[src/design/tcc_defs.svh]
// Register offsets, field positions and reset values of the comparator control block
`ifndef TCC_DEFS_SVH
`define TCC_DEFS_SVH
// ------------------------------------------------------------
// Register word addresses
// ------------------------------------------------------------
`define TCC_ADDR_CTL1    3'h0
`define TCC_ADDR_CTL2    3'h1
`define TCC_ADDR_CTL3    3'h2
`define TCC_ADDR_STAT    3'h3
`define TCC_ADDR_LAD     3'h4
// ------------------------------------------------------------
// Comparator control fields
// ------------------------------------------------------------
`define TCC_CTL_ON       15
`define TCC_CTL_DRIVE    14
`define TCC_CTL_INV      13
`define TCC_CTL_FLAG     9
`define TCC_CTL_RES      8
`define TCC_CTL_EDGE_HI  7
`define TCC_CTL_EDGE_LO  6
`define TCC_CTL_NONINV   4
`define TCC_CTL_INSEL_HI 1
`define TCC_CTL_INSEL_LO 0
// ------------------------------------------------------------
// Status fields
// ------------------------------------------------------------
`define TCC_STAT_HALT    15
`define TCC_STAT_EVT_HI  10
`define TCC_STAT_EVT_LO  8
`define TCC_STAT_RES_HI  2
`define TCC_STAT_RES_LO  0
// ------------------------------------------------------------
// Ladder control fields
// ------------------------------------------------------------
`define TCC_LAD_EXTREF   10
`define TCC_LAD_BG_HI    9
`define TCC_LAD_BG_LO    8
`define TCC_LAD_POWER    7
`define TCC_LAD_PIN      6
`define TCC_LAD_RANGE    5
`define TCC_LAD_SUPPLY   4
`define TCC_LAD_LVL_HI   3
`define TCC_LAD_LVL_LO   0
// ------------------------------------------------------------
// Reset values
// ------------------------------------------------------------
`define TCC_RST_WORD     16'h0000
`define TCC_RST_BIT      1'b0
`endif

[src/design/tcc_pkg.sv]
// Types shared by the comparator control modules
package tcc_pkg;
    typedef enum logic [1:0] {
        TCC_EDGE_NONE = 2'b00,
        TCC_EDGE_UP   = 2'b01,
        TCC_EDGE_DOWN = 2'b10,
        TCC_EDGE_ANY  = 2'b11
    } tcc_edge_e;

    typedef struct packed {
        logic      on;
        logic      drive;
        logic      invert;
        tcc_edge_e edge_sel;
        logic      noninv;
        logic [1:0] inv_sel;
    } tcc_ctl_s;

    typedef struct packed {
        logic       extref_sel;
        logic [1:0] bg_sel;
        logic       power;
        logic       pin_drive;
        logic       range;
        logic       supply;
        logic [3:0] level;
    } tcc_lad_s;

    typedef struct packed {
        tcc_ctl_s [2:0] ctl;
        logic           halt;
        tcc_lad_s       lad;
        logic [15:0]    rdata;
    } tcc_top_s;

    typedef struct packed {
        logic sync1;
        logic sync2;
        logic prev;
        logic flag;
    } tcc_chan_s;
endpackage : tcc_pkg

[src/design/tcc_if.sv]
// Control and status carrier between the top and one comparator channel
`timescale 1ns/1ps
interface tcc_if;
    import tcc_pkg::*;
    logic      on;
    logic      invert;
    tcc_edge_e edge_sel;
    logic      active;
    logic      flag_wr;
    logic      flag_wdata;
    logic      result;
    logic      flag;
    logic      trig;
    modport top  (output on, invert, edge_sel, active, flag_wr, flag_wdata,
                  input  result, flag, trig);
    modport chan (input  on, invert, edge_sel, active, flag_wr, flag_wdata,
                  output result, flag, trig);
endinterface : tcc_if

[src/design/tcc_top.sv]
// Top of the triple comparator control block: registers, muxes, ladder and pins
`timescale 1ns/1ps
`include "tcc_defs.svh"
// Operation
// Comparator runs only while its on bit set
// Pin drive bit puts result on pin
// Invert bit inverts result for all users
// Result bit reads comparison after polarity
// Event flag set; blocks further triggers
// Select 11: any result change triggers
// Select 10: falling edge, rising if inverted
// Select 01: rising edge, falling if inverted
// Select 00: no triggers at all
// Noninverting input: reference or pin A
// Inverting input: pins B, C, D, bandgap
// Halt bit stops all comparators in idle
// Status mirrors three event flags
// Status mirrors three result bits
// Reference select: external pin or ladder
// Bandgap source: full, half, sixth, pin
// Ladder power bit powers ladder
// Ladder pin bit drives reference pin
// Range bit picks step size and start
// Supply bit picks external or analog rails
// Level field passed as ladder tap
// Software waits for reference settling
// Pin result is not clock synchronised
// Result synchronised, edge compared, write clears
module tcc_top
    import tcc_pkg::*;
(
    // Clock and reset
    input  wire logic        clock_in,
    input  wire logic        rst_in,
    // Register port
    input  wire logic [2:0]  addr_in,
    input  wire logic [15:0] wdata_in,
    input  wire logic        wr_in,
    input  wire logic        rd_in,
    output logic      [15:0] rdata_out,
    // Device idle mode
    input  wire logic        idle_mode_in,
    // Analog comparator cores
    input  wire logic [2:0]  cmp_raw_in,
    output logic      [2:0]  cmp_power_out,
    output logic      [2:0]  noninv_pin_a_out,
    output logic      [2:0]  noninv_ladder_out,
    output logic      [2:0]  noninv_extref_out,
    output logic      [5:0]  inv_input_sel_out,
    output logic      [2:0]  inv_bandgap_out,
    // Comparator result pins
    output logic      [2:0]  cmp_result_pin_out,
    output logic      [2:0]  cmp_result_pin_oe_out,
    // Trigger and event pulses
    output logic      [2:0]  cmp_event_out,
    // Reference ladder
    output logic             ladder_power_on_out,
    output logic             ladder_pin_drive_out,
    output logic             ladder_range_sel_out,
    output logic             ladder_supply_sel_out,
    output logic      [3:0]  ladder_level_code_out,
    output logic      [1:0]  bandgap_source_sel_out
);
    tcc_top_s    s;
    tcc_top_s    next_s;
    logic [2:0]  active;
    logic [2:0]  flag_w;
    logic [2:0]  result_w;
    logic [2:0]  trig_w;
    logic [2:0]  ctl_wr;
    logic [15:0] ctl_word [3];
    logic [15:0] stat_word;
    logic [15:0] lad_word;

    tcc_if ch_if [3] ();

    // ------------------------------------------------------------
    // Per comparator channels
    // ------------------------------------------------------------
    for (genvar g = 0; g < 3; g++) begin : gen_chan
        // enable gates operation
        // idle halt stops all
        assign active[g] = s.ctl[g].on & ~(s.halt & idle_mode_in);
        assign ctl_wr[g] = wr_in & (addr_in == (`TCC_ADDR_CTL1 + 3'(g)));

        assign ch_if[g].on         = s.ctl[g].on;
        assign ch_if[g].invert     = s.ctl[g].invert;
        assign ch_if[g].edge_sel   = s.ctl[g].edge_sel;
        assign ch_if[g].active     = active[g];
        // software writes the flag
        assign ch_if[g].flag_wr    = ctl_wr[g];
        assign ch_if[g].flag_wdata = wdata_in[`TCC_CTL_FLAG];
        assign flag_w[g]           = ch_if[g].flag;
        assign result_w[g]         = ch_if[g].result;
        assign trig_w[g]           = ch_if[g].trig;

        tcc_chan u_chan (
            .clock_in (clock_in),
            .rst_in   (rst_in),
            .raw_in   (cmp_raw_in[g]),
            .bus      (ch_if[g])
        );

        // result and flag readback
        always_comb begin
            ctl_word[g]                                      = `TCC_RST_WORD;
            ctl_word[g][`TCC_CTL_ON]                         = s.ctl[g].on;
            ctl_word[g][`TCC_CTL_DRIVE]                      = s.ctl[g].drive;
            ctl_word[g][`TCC_CTL_INV]                        = s.ctl[g].invert;
            ctl_word[g][`TCC_CTL_FLAG]                       = flag_w[g];
            ctl_word[g][`TCC_CTL_RES]                        = result_w[g];
            ctl_word[g][`TCC_CTL_EDGE_HI:`TCC_CTL_EDGE_LO]   = s.ctl[g].edge_sel;
            ctl_word[g][`TCC_CTL_NONINV]                     = s.ctl[g].noninv;
            ctl_word[g][`TCC_CTL_INSEL_HI:`TCC_CTL_INSEL_LO] = s.ctl[g].inv_sel;
        end

        // analog core power
        assign cmp_power_out[g] = active[g];
        // noninverting input source
        // reference or external pin
        assign noninv_pin_a_out[g]  = ~s.ctl[g].noninv;
        assign noninv_ladder_out[g] = s.ctl[g].noninv & ~s.lad.extref_sel;
        assign noninv_extref_out[g] = s.ctl[g].noninv & s.lad.extref_sel;
        // inverting input select
        assign inv_input_sel_out[2*g+1:2*g] = s.ctl[g].inv_sel;
        // bandgap path on code 11
        assign inv_bandgap_out[g] = &s.ctl[g].inv_sel;
        // pin drive enable
        // unsynchronised pin path
        assign cmp_result_pin_oe_out[g] = s.ctl[g].on & s.ctl[g].drive;
        assign cmp_result_pin_out[g]    = s.ctl[g].on & s.ctl[g].drive
                                          & (cmp_raw_in[g] ^ s.ctl[g].invert);
        // trigger pulse out
        assign cmp_event_out[g] = trig_w[g];
    end

    // ------------------------------------------------------------
    // Status and ladder words
    // ------------------------------------------------------------
    always_comb begin
        stat_word                                   = `TCC_RST_WORD;
        stat_word[`TCC_STAT_HALT]                   = s.halt;
        // event flag mirrors
        stat_word[`TCC_STAT_EVT_HI:`TCC_STAT_EVT_LO] = flag_w;
        // result mirrors
        stat_word[`TCC_STAT_RES_HI:`TCC_STAT_RES_LO] = result_w;
        lad_word                                    = `TCC_RST_WORD;
        lad_word[`TCC_LAD_EXTREF]                   = s.lad.extref_sel;
        lad_word[`TCC_LAD_BG_HI:`TCC_LAD_BG_LO]     = s.lad.bg_sel;
        lad_word[`TCC_LAD_POWER]                    = s.lad.power;
        lad_word[`TCC_LAD_PIN]                      = s.lad.pin_drive;
        lad_word[`TCC_LAD_RANGE]                    = s.lad.range;
        lad_word[`TCC_LAD_SUPPLY]                   = s.lad.supply;
        lad_word[`TCC_LAD_LVL_HI:`TCC_LAD_LVL_LO]   = s.lad.level;
    end

    // ------------------------------------------------------------
    // Register writes and read data
    // ------------------------------------------------------------
    always_comb begin
        next_s = s;
        for (int i = 0; i < 3; i++) begin
            if (ctl_wr[i]) begin
                // enable bit stored
                next_s.ctl[i].on       = wdata_in[`TCC_CTL_ON];
                next_s.ctl[i].drive    = wdata_in[`TCC_CTL_DRIVE];
                next_s.ctl[i].invert   = wdata_in[`TCC_CTL_INV];
                next_s.ctl[i].edge_sel =
                    tcc_edge_e'(wdata_in[`TCC_CTL_EDGE_HI:`TCC_CTL_EDGE_LO]);
                next_s.ctl[i].noninv   = wdata_in[`TCC_CTL_NONINV];
                next_s.ctl[i].inv_sel  = wdata_in[`TCC_CTL_INSEL_HI:`TCC_CTL_INSEL_LO];
            end
        end
        if (wr_in && addr_in == `TCC_ADDR_STAT) begin
            // halt bit stored
            next_s.halt = wdata_in[`TCC_STAT_HALT];
        end
        if (wr_in && addr_in == `TCC_ADDR_LAD) begin
            next_s.lad.extref_sel = wdata_in[`TCC_LAD_EXTREF];
            next_s.lad.bg_sel     = wdata_in[`TCC_LAD_BG_HI:`TCC_LAD_BG_LO];
            next_s.lad.power      = wdata_in[`TCC_LAD_POWER];
            next_s.lad.pin_drive  = wdata_in[`TCC_LAD_PIN];
            next_s.lad.range      = wdata_in[`TCC_LAD_RANGE];
            next_s.lad.supply     = wdata_in[`TCC_LAD_SUPPLY];
            next_s.lad.level      = wdata_in[`TCC_LAD_LVL_HI:`TCC_LAD_LVL_LO];
        end
        // Read data stands one cycle only, zero otherwise
        next_s.rdata = `TCC_RST_WORD;
        if (rd_in) begin
            unique case (addr_in)
                `TCC_ADDR_CTL1: next_s.rdata = ctl_word[0];
                `TCC_ADDR_CTL2: next_s.rdata = ctl_word[1];
                `TCC_ADDR_CTL3: next_s.rdata = ctl_word[2];
                `TCC_ADDR_STAT: next_s.rdata = stat_word;
                `TCC_ADDR_LAD:  next_s.rdata = lad_word;
                default:        next_s.rdata = `TCC_RST_WORD;
            endcase
        end
    end

    always_ff @(posedge clock_in) begin
        if (rst_in) begin
            s <= '0;
        end else begin
            s <= next_s;
        end
    end

    assign rdata_out = s.rdata;

    // ------------------------------------------------------------
    // Reference ladder controls
    // ------------------------------------------------------------
    // ladder power
    assign ladder_power_on_out    = s.lad.power;
    // ladder pin output
    assign ladder_pin_drive_out   = s.lad.pin_drive;
    // range select
    assign ladder_range_sel_out   = s.lad.range;
    // supply select
    assign ladder_supply_sel_out  = s.lad.supply;
    // tap code unchanged
    assign ladder_level_code_out  = s.lad.level;
    // bandgap source select
    assign bandgap_source_sel_out = s.lad.bg_sel;
endmodule : tcc_top

[src/design/tcc_chan.sv]
// One comparator channel: result synchroniser, edge detection and event flag
`timescale 1ns/1ps
module tcc_chan
    import tcc_pkg::*;
(
    // Clock and reset
    input  wire logic clock_in,
    input  wire logic rst_in,
    // Raw comparator output, asynchronous
    input  wire logic raw_in,
    // Control and status
    tcc_if.chan       bus
);
    tcc_chan_s s;
    tcc_chan_s next_s;
    logic      cur;
    logic      hit;
    logic      trig;

    // ------------------------------------------------------------
    // Next state
    // ------------------------------------------------------------
    always_comb begin
        next_s = s;
        // two-flop sampling
        next_s.sync1 = raw_in;
        next_s.sync2 = s.sync1;
        // polarity applied once
        cur = bus.on ? (s.sync2 ^ bus.invert) : 1'b0;
        next_s.prev = cur;
        unique case (bus.edge_sel)
            // events disabled
            TCC_EDGE_NONE: hit = 1'b0;
            // rising edge select
            TCC_EDGE_UP:   hit = bus.invert ? (s.prev & ~cur) : (~s.prev & cur);
            // falling edge select
            TCC_EDGE_DOWN: hit = bus.invert ? (~s.prev & cur) : (s.prev & ~cur);
            // any change
            TCC_EDGE_ANY:  hit = s.prev ^ cur;
        endcase
        // flag blocks triggers
        trig = bus.active & hit & ~s.flag;
        // software write, set wins
        if (bus.flag_wr) begin
            next_s.flag = bus.flag_wdata;
        end
        if (trig) begin
            next_s.flag = 1'b1;
        end
    end

    always_ff @(posedge clock_in) begin
        if (rst_in) begin
            s <= '0;
        end else begin
            s <= next_s;
        end
    end

    assign bus.result = cur;
    assign bus.flag   = s.flag;
    assign bus.trig   = trig;
endmodule : tcc_chan

[config.mk]
export PLATFORM = sky130hd
export DESIGN_NAME = tcc_top
export DESIGN_NICKNAME = d
export VERILOG_FILES = /design/src/design/tcc_pkg.sv /design/src/design/tcc_if.sv /design/src/design/tcc_top.sv /design/src/design/tcc_chan.sv
export VERILOG_INCLUDE_DIRS = /design/src /design/src/design
export SDC_FILE = /design/constraint.sdc
export NUM_CORES = 1
export LEC_CHECK = 0
export BUFFER_PORTS_ARGS = -buffer_cell sky130_fd_sc_hd__buf_2
export CAP_MARGIN = 10
export CORE_MARGIN = 2
export CORE_UTILIZATION = 40
export DETAILED_ROUTE_END_ITERATION = 8
export SYNTH_ARGS = -nofsm -noshare
export SYNTH_HDL_FRONTEND = slang
export SYNTH_SLANG_ARGS = --single-unit
[constraint.sdc]
create_clock -name clock_in -period 2.7 [get_ports clock_in]
set_clock_uncertainty 0.2 [all_clocks]
set_input_delay 0.54 -clock clock_in [delete_from_list [all_inputs] [get_ports clock_in]]
set_output_delay 0.54 -clock clock_in [all_outputs]
set_load 0.01 [all_outputs]
==> results of run 1 <==
per-stage QoR:
stage	setup slack, ns	utilization
finish	0.0546	0.479
global route	-0.0265	0.479
CTS	0.00401	0.468
detailed placement	0.271	0.439
global placement	0.324	0.439
floorplan	0.352	-
final timing paths:
path | start | to | slack [ns]
hold reg to reg | gen_chan[2].u_chan.next_s[2] | gen_chan[2].u_chan.s[2] | 0.24
hold / removal | gen_chan[2].u_chan.next_s[2] | gen_chan[2].u_chan.s[2] | 0.24
setup reg to reg | gen_chan[1].u_chan.s[2] | gen_chan[1].u_chan.bus.flag | 0.56
setup / recovery | gen_chan[1].u_chan.s[2] | cmp_event_out[1] | 0.05
routing by layer:
metal  vias up  routed length [um]  global-route usage
met5         -                   0                   0
met3        10                 361              0.0366
met2        59                3780               0.306
met1      1231                3660               0.246
met4         0                 134              0.0809
li1       1315                   -                   -
area by class of cell:
cell class / count / area share
multi-input combinational: 250 / 0.431
sequential: 62 / 0.339
timing repair buffer: 95 / 0.141
clock buffer: 12 / 0.0395
tap: 102 / 0.0347
inverter: 12 / 0.0122
clock inverter: 2 / 0.00272
cells by family after synthesis:
family / after synthesis
DFF: 62
and+or+nand+nor: 150
adders and majority gates: 6
AOI/OAI and AO/OA: 65
xor gates and xnor gates: 6
other: 1
muxes: 21
buffers and inverters: 65
power breakdown:
part | internal [mW] | switching (mW) | total [mW] | leakage (nW)
Sequential | 0.933 | 0.0147 | 0.947 | 0.504
Clock | 0.345 | 0.339 | 0.685 | 0.0821
Combinational | 0.0610 | 0.0939 | 0.155 | 1.05
cell usage after synthesis:
master / n / area (sq um)
and2_1: 13 / 81.3
o32a_1: 3 / 30.0
dfxtp_1: 62 / 1240
nor2b_1: 8 / 50.1
nor2b_4: 1 / 13.8
conb_1: 1 / 3.75
and2b_4: 1 / 10.0
and2b_1: 1 / 7.51
nor3_1: 2 / 10.0
and2_4: 1 / 8.76
mux2i_1: 11 / 110
o21ai_1: 1 / 5.00
nand2b_1: 2 / 12.5
o311a_1: 1 / 10.0
mux2_4: 2 / 30.0
a211oi_1: 4 / 30.0
nand2_1: 89 / 334
o32ai_1: 2 / 17.5
a2bb2oi_1: 3 / 26.3
and3_1: 2 / 12.5
o31a_1: 1 / 8.76
ha_1: 6 / 75.1
nor2_1: 17 / 63.8
a21oi_1: 41 / 205
o211ai_1: 3 / 22.5
mux2_2: 2 / 22.5
nand2b_2: 1 / 8.76
buf_2: 4 / 20.0
nand3_1: 3 / 15.0
a32oi_1: 2 / 17.5
buf_4: 39 / 293
nor3b_2: 1 / 12.5
xor2_1: 6 / 52.6
nor3_4: 1 / 16.3
clkbuf_1: 7 / 26.3
mux2_1: 5 / 56.3
o21ai_0: 1 / 5.00
o21ba_1: 3 / 30.0
mux4_2: 1 / 22.5
buf_6: 3 / 33.8
nor3b_1: 1 / 7.51
nor3b_4: 1 / 18.8
inv_1: 12 / 45.0
nand3b_1: 5 / 37.5
registers in the layout (all words and copies together), names as in the netlist:
signal	flops
rdata_out	14
ch_if.edge_sel	6
ctl_word	6
gen_chan.u_chan.s	6
inv_input_sel_out	6
ladder_level_code_out	4
ch_if.invert	3
ch_if.on	3
gen_chan.u_chan.bus.flag	3
gen_chan.u_chan.next_s	3
bandgap_source_sel_out	2
lad_word	1
ladder_pin_drive_out	1
ladder_power_on_out	1
ladder_range_sel_out	1
ladder_supply_sel_out	1
s	1
worst max-delay path, stage by stage, from the launching register on:
cell and delay [ns]:
dfxtp_2 0.33, xor2_2 0.17, nand2_2 0.11, inv_2 0.06
ha_4 0.16, mux2_4 0.26, o211ai_1 0.22, a211oi_2 0.12
buf_2 0.15
repair_timing:
action / in CTS / in global routing
endpoints found under the setup margin: 3 / 3
resized for setup: 12 / 14
pin swaps: 5 / 8
setup buffers: 5 / 3
gates cloned: 0 / 0
==> results.sh, run 1 <==
export IMPL_finalPower_mw=1.79
export IMPL_wl_per_cell_um=14.8
export IMPL_drtAntennaViolNets=0
export IMPL_viasPerCell=4.89
export IMPL_htreeDepth=3
export IMPL_num_io_pins=83
export IMPL_clk_latency_ns=0.34
export IMPL_required_ns=1.96
export IMPL_vias=2615
export IMPL_dieHeight_um=92.9
export IMPL_core_rowCount=32
export IMPL_r2r_cells=10
export IMPL_tightest_slew_ns=0.613
export IMPL_powerDensity_mw_per_mm2=486
export IMPL_start_kind="flop"
export IMPL_hold_ws_ns=0.239
export IMPL_muxShareOfSynthArea=0.0764
export IMPL_drc=0
export IMPL_placed_area_sq_mm=0.00338
export IMPL_crit_fanout=3
export IMPL_max_freq_ghz=0.378
export IMPL_drv_slew=0
export IMPL_fillers=806
export IMPL_yosysSeqAreaShare=0.393
export IMPL_hold_viol_final=0
export IMPL_setup_tns_ns=0
export IMPL_wl_um=7940
export IMPL_synth_top_family_by_area="simple AND/OR/NAND/NOR gates"
export IMPL_diodes=0
export IMPL_clockBufferDepth=2
export IMPL_overflow=0
export IMPL_setup_viol=0
export IMPL_ir_worst_vdd_v=0.000254
export IMPL_drt_iter0_markers=142
export IMPL_period_minus_slack_ns=2.65
export IMPL_die_x_um=92.9
export IMPL_place_congestion=0.817
export IMPL_cts_root_buf="clkbuf_8"
export IMPL_relSlewSlack=0.591
export IMPL_hpwl_um=5730
export IMPL_final_nets=463
export IMPL_worstPathArrival_ns=1.91
export IMPL_holdPathStages=1
export IMPL_path_clk_slew_ns=0.07
export IMPL_grt_pass1_vias=2472
export IMPL_gr_usage_all_layers=0.189
export IMPL_synth_compound_area_frac=0.129
export IMPL_synth_seq_cells=62
export IMPL_io_buffers=78
export IMPL_cts_buffers=9
export IMPL_initial_core_util=0.411
export IMPL_synth_xor_area_frac=0.0166
export IMPL_layout_commonest_cell="nand2_1"
export IMPL_syn_avg_cell_area_sq_um=8.41
export IMPL_crit_path_end_kind="primary output"
export IMPL_yosysWarnings=0
export IMPL_core_area_sq_mm=0.00769
export IMPL_syn_inst=376
export IMPL_status="finished, final reports clean"
export IMPL_placedCellCount=513
export IMPL_layout_drive_gt1_share=0.330
export IMPL_cts_tree="yes"
export IMPL_final_cells=535
export IMPL_grt_pass1_wl_um=12500
export IMPL_rsz0062_at_grt="yes"
export IMPL_p_leak_nw=1.63
export IMPL_design_area_sq_mm=0.00368
export IMPL_multi_input_area_sq_mm=0.00159
export IMPL_min_path_type="reg2reg"
export IMPL_cts_hold_fix_buffers=0
export IMPL_die_area_sq_mm=0.00863
export IMPL_area_growth_pct=16.4
export IMPL_first_pass_iters=4
export IMPL_synth_fa_ha_area_frac=0.0238
export IMPL_layout_worst_path_cycle_share=0.980
export IMPL_synthDistinctLibCells=44
export IMPL_cts_sinks=62
export IMPL_max_cap_violations=0
export IMPL_final_cell_mix="86 x nand2_1, 78 x buf_2, 57 x dfxtp_1"
export IMPL_synth_cell_area_sq_mm=0.00316
export IMPL_synth_simple_gate_area_frac=0.228
export IMPL_path_class="reg2out"
export IMPL_ff_latch_area_sq_mm=0.00125
export IMPL_antenna_found_initial=0
export IMPL_grt_max_degree=50
No activity file was read; power rests on OpenSTA's default activity.
==> run 2: changes to the inputs <==
--- a/config.mk
+++ b/config.mk
@@ -10,7 +10,9 @@
 export CAP_MARGIN = 10
 export CORE_MARGIN = 2
 export CORE_UTILIZATION = 40
+export CTS_BUF_LIST = sky130_fd_sc_hd__clkbuf_4
 export DETAILED_ROUTE_END_ITERATION = 8
+export SLEW_MARGIN = 20
 export SYNTH_ARGS = -nofsm -noshare
 export SYNTH_HDL_FRONTEND = slang
 export SYNTH_SLANG_ARGS = --single-unit
==> run 2 against run 1 <==
Net effect:
- the flow now finishes with violations (setup timing)
- clock-buffer cell count down 1
- maximum frequency is 5.0% lower
- total power fell by 9.4%
- clock power decreased by 25%
- final cell count rose by 2.6%
- critical path type unchanged
- worst hold slack got worse by 0.088 ns
- sequential share of layout area is 0.54 points lower
==> results.sh, run 2 (synthesized netlist as in run 1, its figures left out) <==
export IMPL_status="finished, violations left"
export IMPL_violations="setup timing"
export IMPL_clk_latency_ns=0.42
export IMPL_setup_viol=2
export IMPL_tightest_slew_ns=0.609
export IMPL_gr_usage_all_layers=0.196
export IMPL_crit_fanout=3
export IMPL_r2r_start="gen_chan[0].u_chan.s[2]"
export IMPL_cts_sinks=62
export IMPL_dieHeight_um=92.9
export IMPL_p_leak_nw=1.69
export IMPL_grt_pass1_wl_um=12900
export IMPL_hold_viol_final=0
export IMPL_num_io_pins=83
export IMPL_core_rowCount=32
export IMPL_cts_buffers=9
export IMPL_pwr_share_seq=0.584
export IMPL_placedCellCount=513
export IMPL_max_freq_ghz=0.359
export IMPL_grt_pass1_vias=2560
export IMPL_design_area_sq_mm=0.00374
export IMPL_utilization=0.486
export IMPL_crit_path_end_kind="primary output"
export IMPL_path_class="reg2out"
export IMPL_area_growth_pct=18.3
export IMPL_first_pass_iters=5
export IMPL_core_area_sq_mm=0.00769
export IMPL_wl_um=8160
export IMPL_crit_start="ch_if[1].invert"
export IMPL_powerDensity_mw_per_mm2=433
export IMPL_initial_core_util=0.411
export IMPL_layout_worst_path_cycle_share=1.03
export IMPL_power_switching_uw=431
export IMPL_worst_slack_ns=-0.0846
export IMPL_io_buffers=78
export IMPL_cpPeakStageDelay_ns=0.35
export IMPL_die_area_sq_mm=0.00863
export IMPL_place_congestion=0.817
export IMPL_critPathTopFamily="flip-flops"
export IMPL_internal_power_mw=1.19
export IMPL_die_x_um=92.9
export IMPL_path_clk_slew_ns=0.10
export IMPL_critPathBufInv=2
export IMPL_critPathSlowestCell="dfxtp_2"
export IMPL_required_ns=1.96
export IMPL_final_nets=477
export IMPL_vias=2708
export IMPL_period_minus_slack_ns=2.78
export IMPL_wl_per_cell_um=14.9
export IMPL_worstPathArrival_ns=2.04
export IMPL_cts_tree="yes"
export IMPL_start_kind="flop"
export IMPL_hp_start="wdata_in[3]"
export IMPL_layout_drive_gt1_share=0.351
export IMPL_clockBufferDepth=2
export IMPL_placed_area_sq_mm=0.00338
export IMPL_hold_ws_ns=0.151
export IMPL_max_cap_violations=0
export IMPL_htreeDepth=3
export IMPL_layout_commonest_cell="nand2_1"
export IMPL_drv_slew=0
export IMPL_clkPwrFrac=0.319
export IMPL_drtAntennaViolNets=0
export IMPL_antenna_found_initial=0
export IMPL_largest_reg_flops=14
export IMPL_rsz0062_at_grt="yes"
export IMPL_viasPerCell=4.93
export IMPL_power_switching_share=0.266
export IMPL_final_cell_mix="87 x nand2_1, 78 x buf_2, 57 x dfxtp_1"
export IMPL_final_cells=549
export IMPL_relSlewSlack=0.594
export IMPL_ir_worst_vdd_v=0.000195
export IMPL_grt_max_degree=50
export IMPL_p_comb_frac=0.097
export IMPL_min_path_type="in2reg"
export IMPL_diodes=0
export IMPL_drc=0
export IMPL_cts_hold_fix_buffers=0
export IMPL_cts_root_buf="clkbuf_4"
export IMPL_overflow=0
export IMPL_path_cells="xor2_2 > nand2_2 > inv_2 > ha_4 > mux2_4 > o211ai_1 > a211oi_2 > buf_2"
export IMPL_drt_iter0_markers=163
export IMPL_hpwl_um=5730
-- run 2: changes by cell type in the layout (fill, tap and decap cells not counted), moves of 2 or more --
| cell | previous run | this run |
|---|---|---|
| ha_2 | 4 | 2 |
| clkbuf_1 | 2 | 0 |
| clkbuf_8 | 10 | 0 |
| clkbuf_4 | 0 | 11 |
| buf_4 | 17 | 31 |
| ha_4 | 2 | 4 |
-- run 2: timing repair --
item | in CTS | in global routing
setup endpoints to repair | 3 | 4
gates resized for setup | 25 | 2
buffers inserted | 19 | 3
pin swaps | 11 | 12
-- run 2: final timing paths --
| check | slack, ns | cells after the start | endpoint |
|---|---|---|---|
| worst max register to register | 0.10 | 16 | rdata_out[0] |
| worst max-delay path | -0.08 | 8 | cmp_event_out[1] |
| worst min-delay path | 0.15 | 3 | ladder_level_code_out[3] |
| worst min register to register | 0.25 | 1 | gen_chan[2].u_chan.s[2] |
-- run 2: area by class of cell --
class	count	area (sq um)
fillers	793	3950
repair buffers	109	623
clock buffers	11	82.6
multi-input cells	250	1600
clock inverters	3	13.8
well taps	102	128
inverters	12	45.0
flip-flops and latches	62	1250
-- run 2: layer usage --
metal,track usage,share of wire,vias up
li1,-,-,1348
met1,0.248,0.45,1260
met2,0.316,0.47,89
met3,0.0513,0.057,11
met4,0.0821,0.020,0
met5,0,0,-
-- run 2: tightest hold or removal path: cells and delay by family --
| family | cells | cell delay (ns) |
|---|---|---|
| AND/OR/NAND/NOR | 1 | 0.05 |
| buffers and inverters | 1 | 0.09 |
| AO/OA/AOI/OAI | 1 | 0.05 |
-- run 2: per-stage QoR --
stage	power, mW	setup WS [ns]	setup TNS, ns
finish	1.62	-0.0846	-0.115
global route	1.69	-0.183	-0.424
CTS	1.63	-0.0353	-0.0606
detailed placement	1.12	0.271	0
global placement	1.12	0.324	0
floorplan	1.07	0.352	0
-- run 2: power groups by stage --
stage	combinational (mW)	clock [mW]	sequential, mW
floorplan	0.108	0	0.962
global placement	0.151	0	0.966
detailed placement	0.152	0	0.966
CTS	0.156	0.528	0.945
global route	0.172	0.572	0.949
finish	0.157	0.517	0.946
==> run 3: changes to the inputs <==
--- a/config.mk
+++ b/config.mk
@@ -12,6 +12,8 @@
 export CORE_UTILIZATION = 40
 export CTS_BUF_LIST = sky130_fd_sc_hd__clkbuf_4
 export DETAILED_ROUTE_END_ITERATION = 8
+export HOLD_SLACK_MARGIN = 0.15
+export PLACE_DENSITY = 0.6
 export SLEW_MARGIN = 20
 export SYNTH_ARGS = -nofsm -noshare
 export SYNTH_HDL_FRONTEND = slang
==> run 3 against run 2 <==
Net effect:
- the flow still finishes with violations (setup timing)
- combinational power is essentially flat
- register-to-register slack is essentially flat
- clock-buffer cell count is the same
- die area is the same
- utilization grew 0.39 points
- sequential cell count is the same
- highest routed layer unchanged
==> results.sh, run 3 (synthesized netlist as in run 1, its figures left out) <==
export IMPL_largest_reg_flops=14
export IMPL_cts_sinks=62
export IMPL_grt_pass1_vias=2572
export IMPL_cpPeakStageDelay_ns=0.35
export IMPL_period_minus_slack_ns=2.78
export IMPL_layout_drive_gt1_share=0.349
export IMPL_io_buffers=78
export IMPL_worstPathArrival_ns=2.04
export IMPL_num_io_pins=83
export IMPL_max_cap_violations=0
export IMPL_use_met1=0.249
export IMPL_cts_root_buf="clkbuf_4"
export IMPL_hold_viol_final=0
export IMPL_final_nets=480
export IMPL_final_cell_mix="87 x nand2_1, 78 x buf_2, 57 x dfxtp_1"
export IMPL_die_x_um=92.9
export IMPL_violations="setup timing"
export IMPL_min_path_type="in2reg"
export IMPL_vias=2723
export IMPL_clockBufferDepth=2
export IMPL_ir_worst_vdd_v=0.000197
export IMPL_worst_slack_ns=-0.0787
export IMPL_design_area_sq_mm=0.00377
export IMPL_hpwl_um=5730
export IMPL_grt_max_degree=50
export IMPL_pwr_share_seq=0.583
export IMPL_status="finished, violations left"
export IMPL_crit_path_end_kind="primary output"
export IMPL_critPathBufInv=2
export IMPL_powerDensity_mw_per_mm2=430
export IMPL_antenna_found_initial=0
export IMPL_drv_slew=0
export IMPL_first_pass_iters=4
export IMPL_layout_worst_path_cycle_share=1.03
export IMPL_viasPerCell=4.93
export IMPL_power_switching_share=0.266
export IMPL_initial_core_util=0.411
export IMPL_gr_usage_all_layers=0.197
export IMPL_busiest_layer="met2"
export IMPL_wl_per_cell_um=14.8
export IMPL_drtAntennaViolNets=0
export IMPL_multi_input_area_sq_mm=0.00160
export IMPL_dieHeight_um=92.9
export IMPL_critPathSlowestCell="dfxtp_2"
export IMPL_use_met3=0.0513
export IMPL_place_congestion=0.817
export IMPL_core_rowCount=32
export IMPL_path_clk_slew_ns=0.11
export IMPL_grt_use_met2=0.317
export IMPL_grt_pass1_wl_um=13000
export IMPL_htreeDepth=3
export IMPL_fillers=791
export IMPL_drt_iter0_markers=145
export IMPL_diodes=0
export IMPL_area_growth_pct=19.2
export IMPL_drc=0
export IMPL_tightest_slew_ns=0.612
export IMPL_rsz0062_at_grt="yes"
export IMPL_clkPwrFrac=0.318
export IMPL_internal_power_mw=1.19
export IMPL_start_kind="flop"
export IMPL_p_leak_nw=1.70
export IMPL_layout_commonest_cell="nand2_1"
export IMPL_die_area_sq_mm=0.00863
export IMPL_clk_latency_ns=0.42
export IMPL_path_class="reg2out"
export IMPL_setup_tns_ns=-0.103
export IMPL_relSlewSlack=0.592
export IMPL_ff_latch_area_sq_mm=0.00125
export IMPL_place_ws_ns=0.271
export IMPL_max_freq_ghz=0.360
export IMPL_overflow=0
export IMPL_p_comb_frac=0.099
export IMPL_cts_buffers=9
export IMPL_critPathTopFamily="flip-flops"
export IMPL_cts_tree="yes"
export IMPL_setup_viol=2
export IMPL_path_cells="xor2_2 > nand2_2 > inv_2 > ha_4 > mux2_4 > o211ai_1 > a211oi_2 > buf_2"
export IMPL_wl_um=8180
export IMPL_required_ns=1.96
export IMPL_crit_fanout=3
export IMPL_core_area_sq_mm=0.00769
export IMPL_power_switching_uw=431
export IMPL_placed_area_sq_mm=0.00338
==> run 3: cell count changes in the layout (fill, tap and decap cells not counted), sizes merged <==
cell / previous run / this run
dlygate4sd3: 0 / 3
==> run 3: final cells by class <==
| class | instances | share of cell area |
|---|---|---|
| flip-flops and latches | 62 | 0.331 |
| clock inverters | 3 | 0.00365 |
| multi-input cells | 250 | 0.424 |
| repair buffers | 112 | 0.173 |
| inverters | 12 | 0.0120 |
| clock buffers | 11 | 0.0219 |
| well taps | 102 | 0.0339 |
==> run 3: power groups by stage <==
stage | registers (mW) | clock network [mW] | logic [mW]
floorplan | 0.962 | 0 | 0.108
CTS | 0.945 | 0.528 | 0.160
finish | 0.946 | 0.516 | 0.160
detailed placement | 0.966 | 0 | 0.152
global route | 0.949 | 0.572 | 0.175
global placement | 0.966 | 0 | 0.151
==> run 3: what timing repair did <==
item / 4_1_cts / 5_1_grt
pin swaps: 11 / 12
hold buffers: 3 / 0
setup buffers: 19 / 3
endpoints found under the setup margin: 3 / 4
endpoints found under the hold margin: 3 / 0
gates resized for setup: 25 / 2
==> run 3: tightest hold or removal path: cells and delay by family <==
kind,cells,cell delay (ns)
AOI/OAI and AO/OA,1,0.06
buffers and inverters,1,0.09
and+or+nand+nor,1,0.05
==> run 3: final timing paths <==
kind | start | to | cells after the start | slack, ns
min reg2reg | gen_chan[2].u_chan.next_s[2] | gen_chan[2].u_chan.s[2] | 1 | 0.25
max reg2reg | gen_chan[0].u_chan.s[2] | rdata_out[0] | 16 | 0.10
max | ch_if[1].invert | cmp_event_out[1] | 8 | -0.08
min | wdata_in[2] | ladder_level_code_out[2] | 3 | 0.16
==> run 3: per-layer routing <==
metal | wire length [um] | share of wire
met1 | 3760 | 0.46
met2 | 3830 | 0.47
met5 | 0 | 0
met3 | 405 | 0.050
met4 | 182 | 0.022
==> run 3: stage by stage <==
stage          utilization  instances  total power [mW]  hold slack, ns
2_1_floorplan            -        377              1.07           0.214
4_1_cts              0.486        549              1.63           0.155
6_report             0.490        552              1.62           0.164
3_3_place_gp         0.439        513              1.12           0.216
3_5_place_dp         0.439        513              1.12           0.232
5_1_grt              0.490        552              1.70           0.162
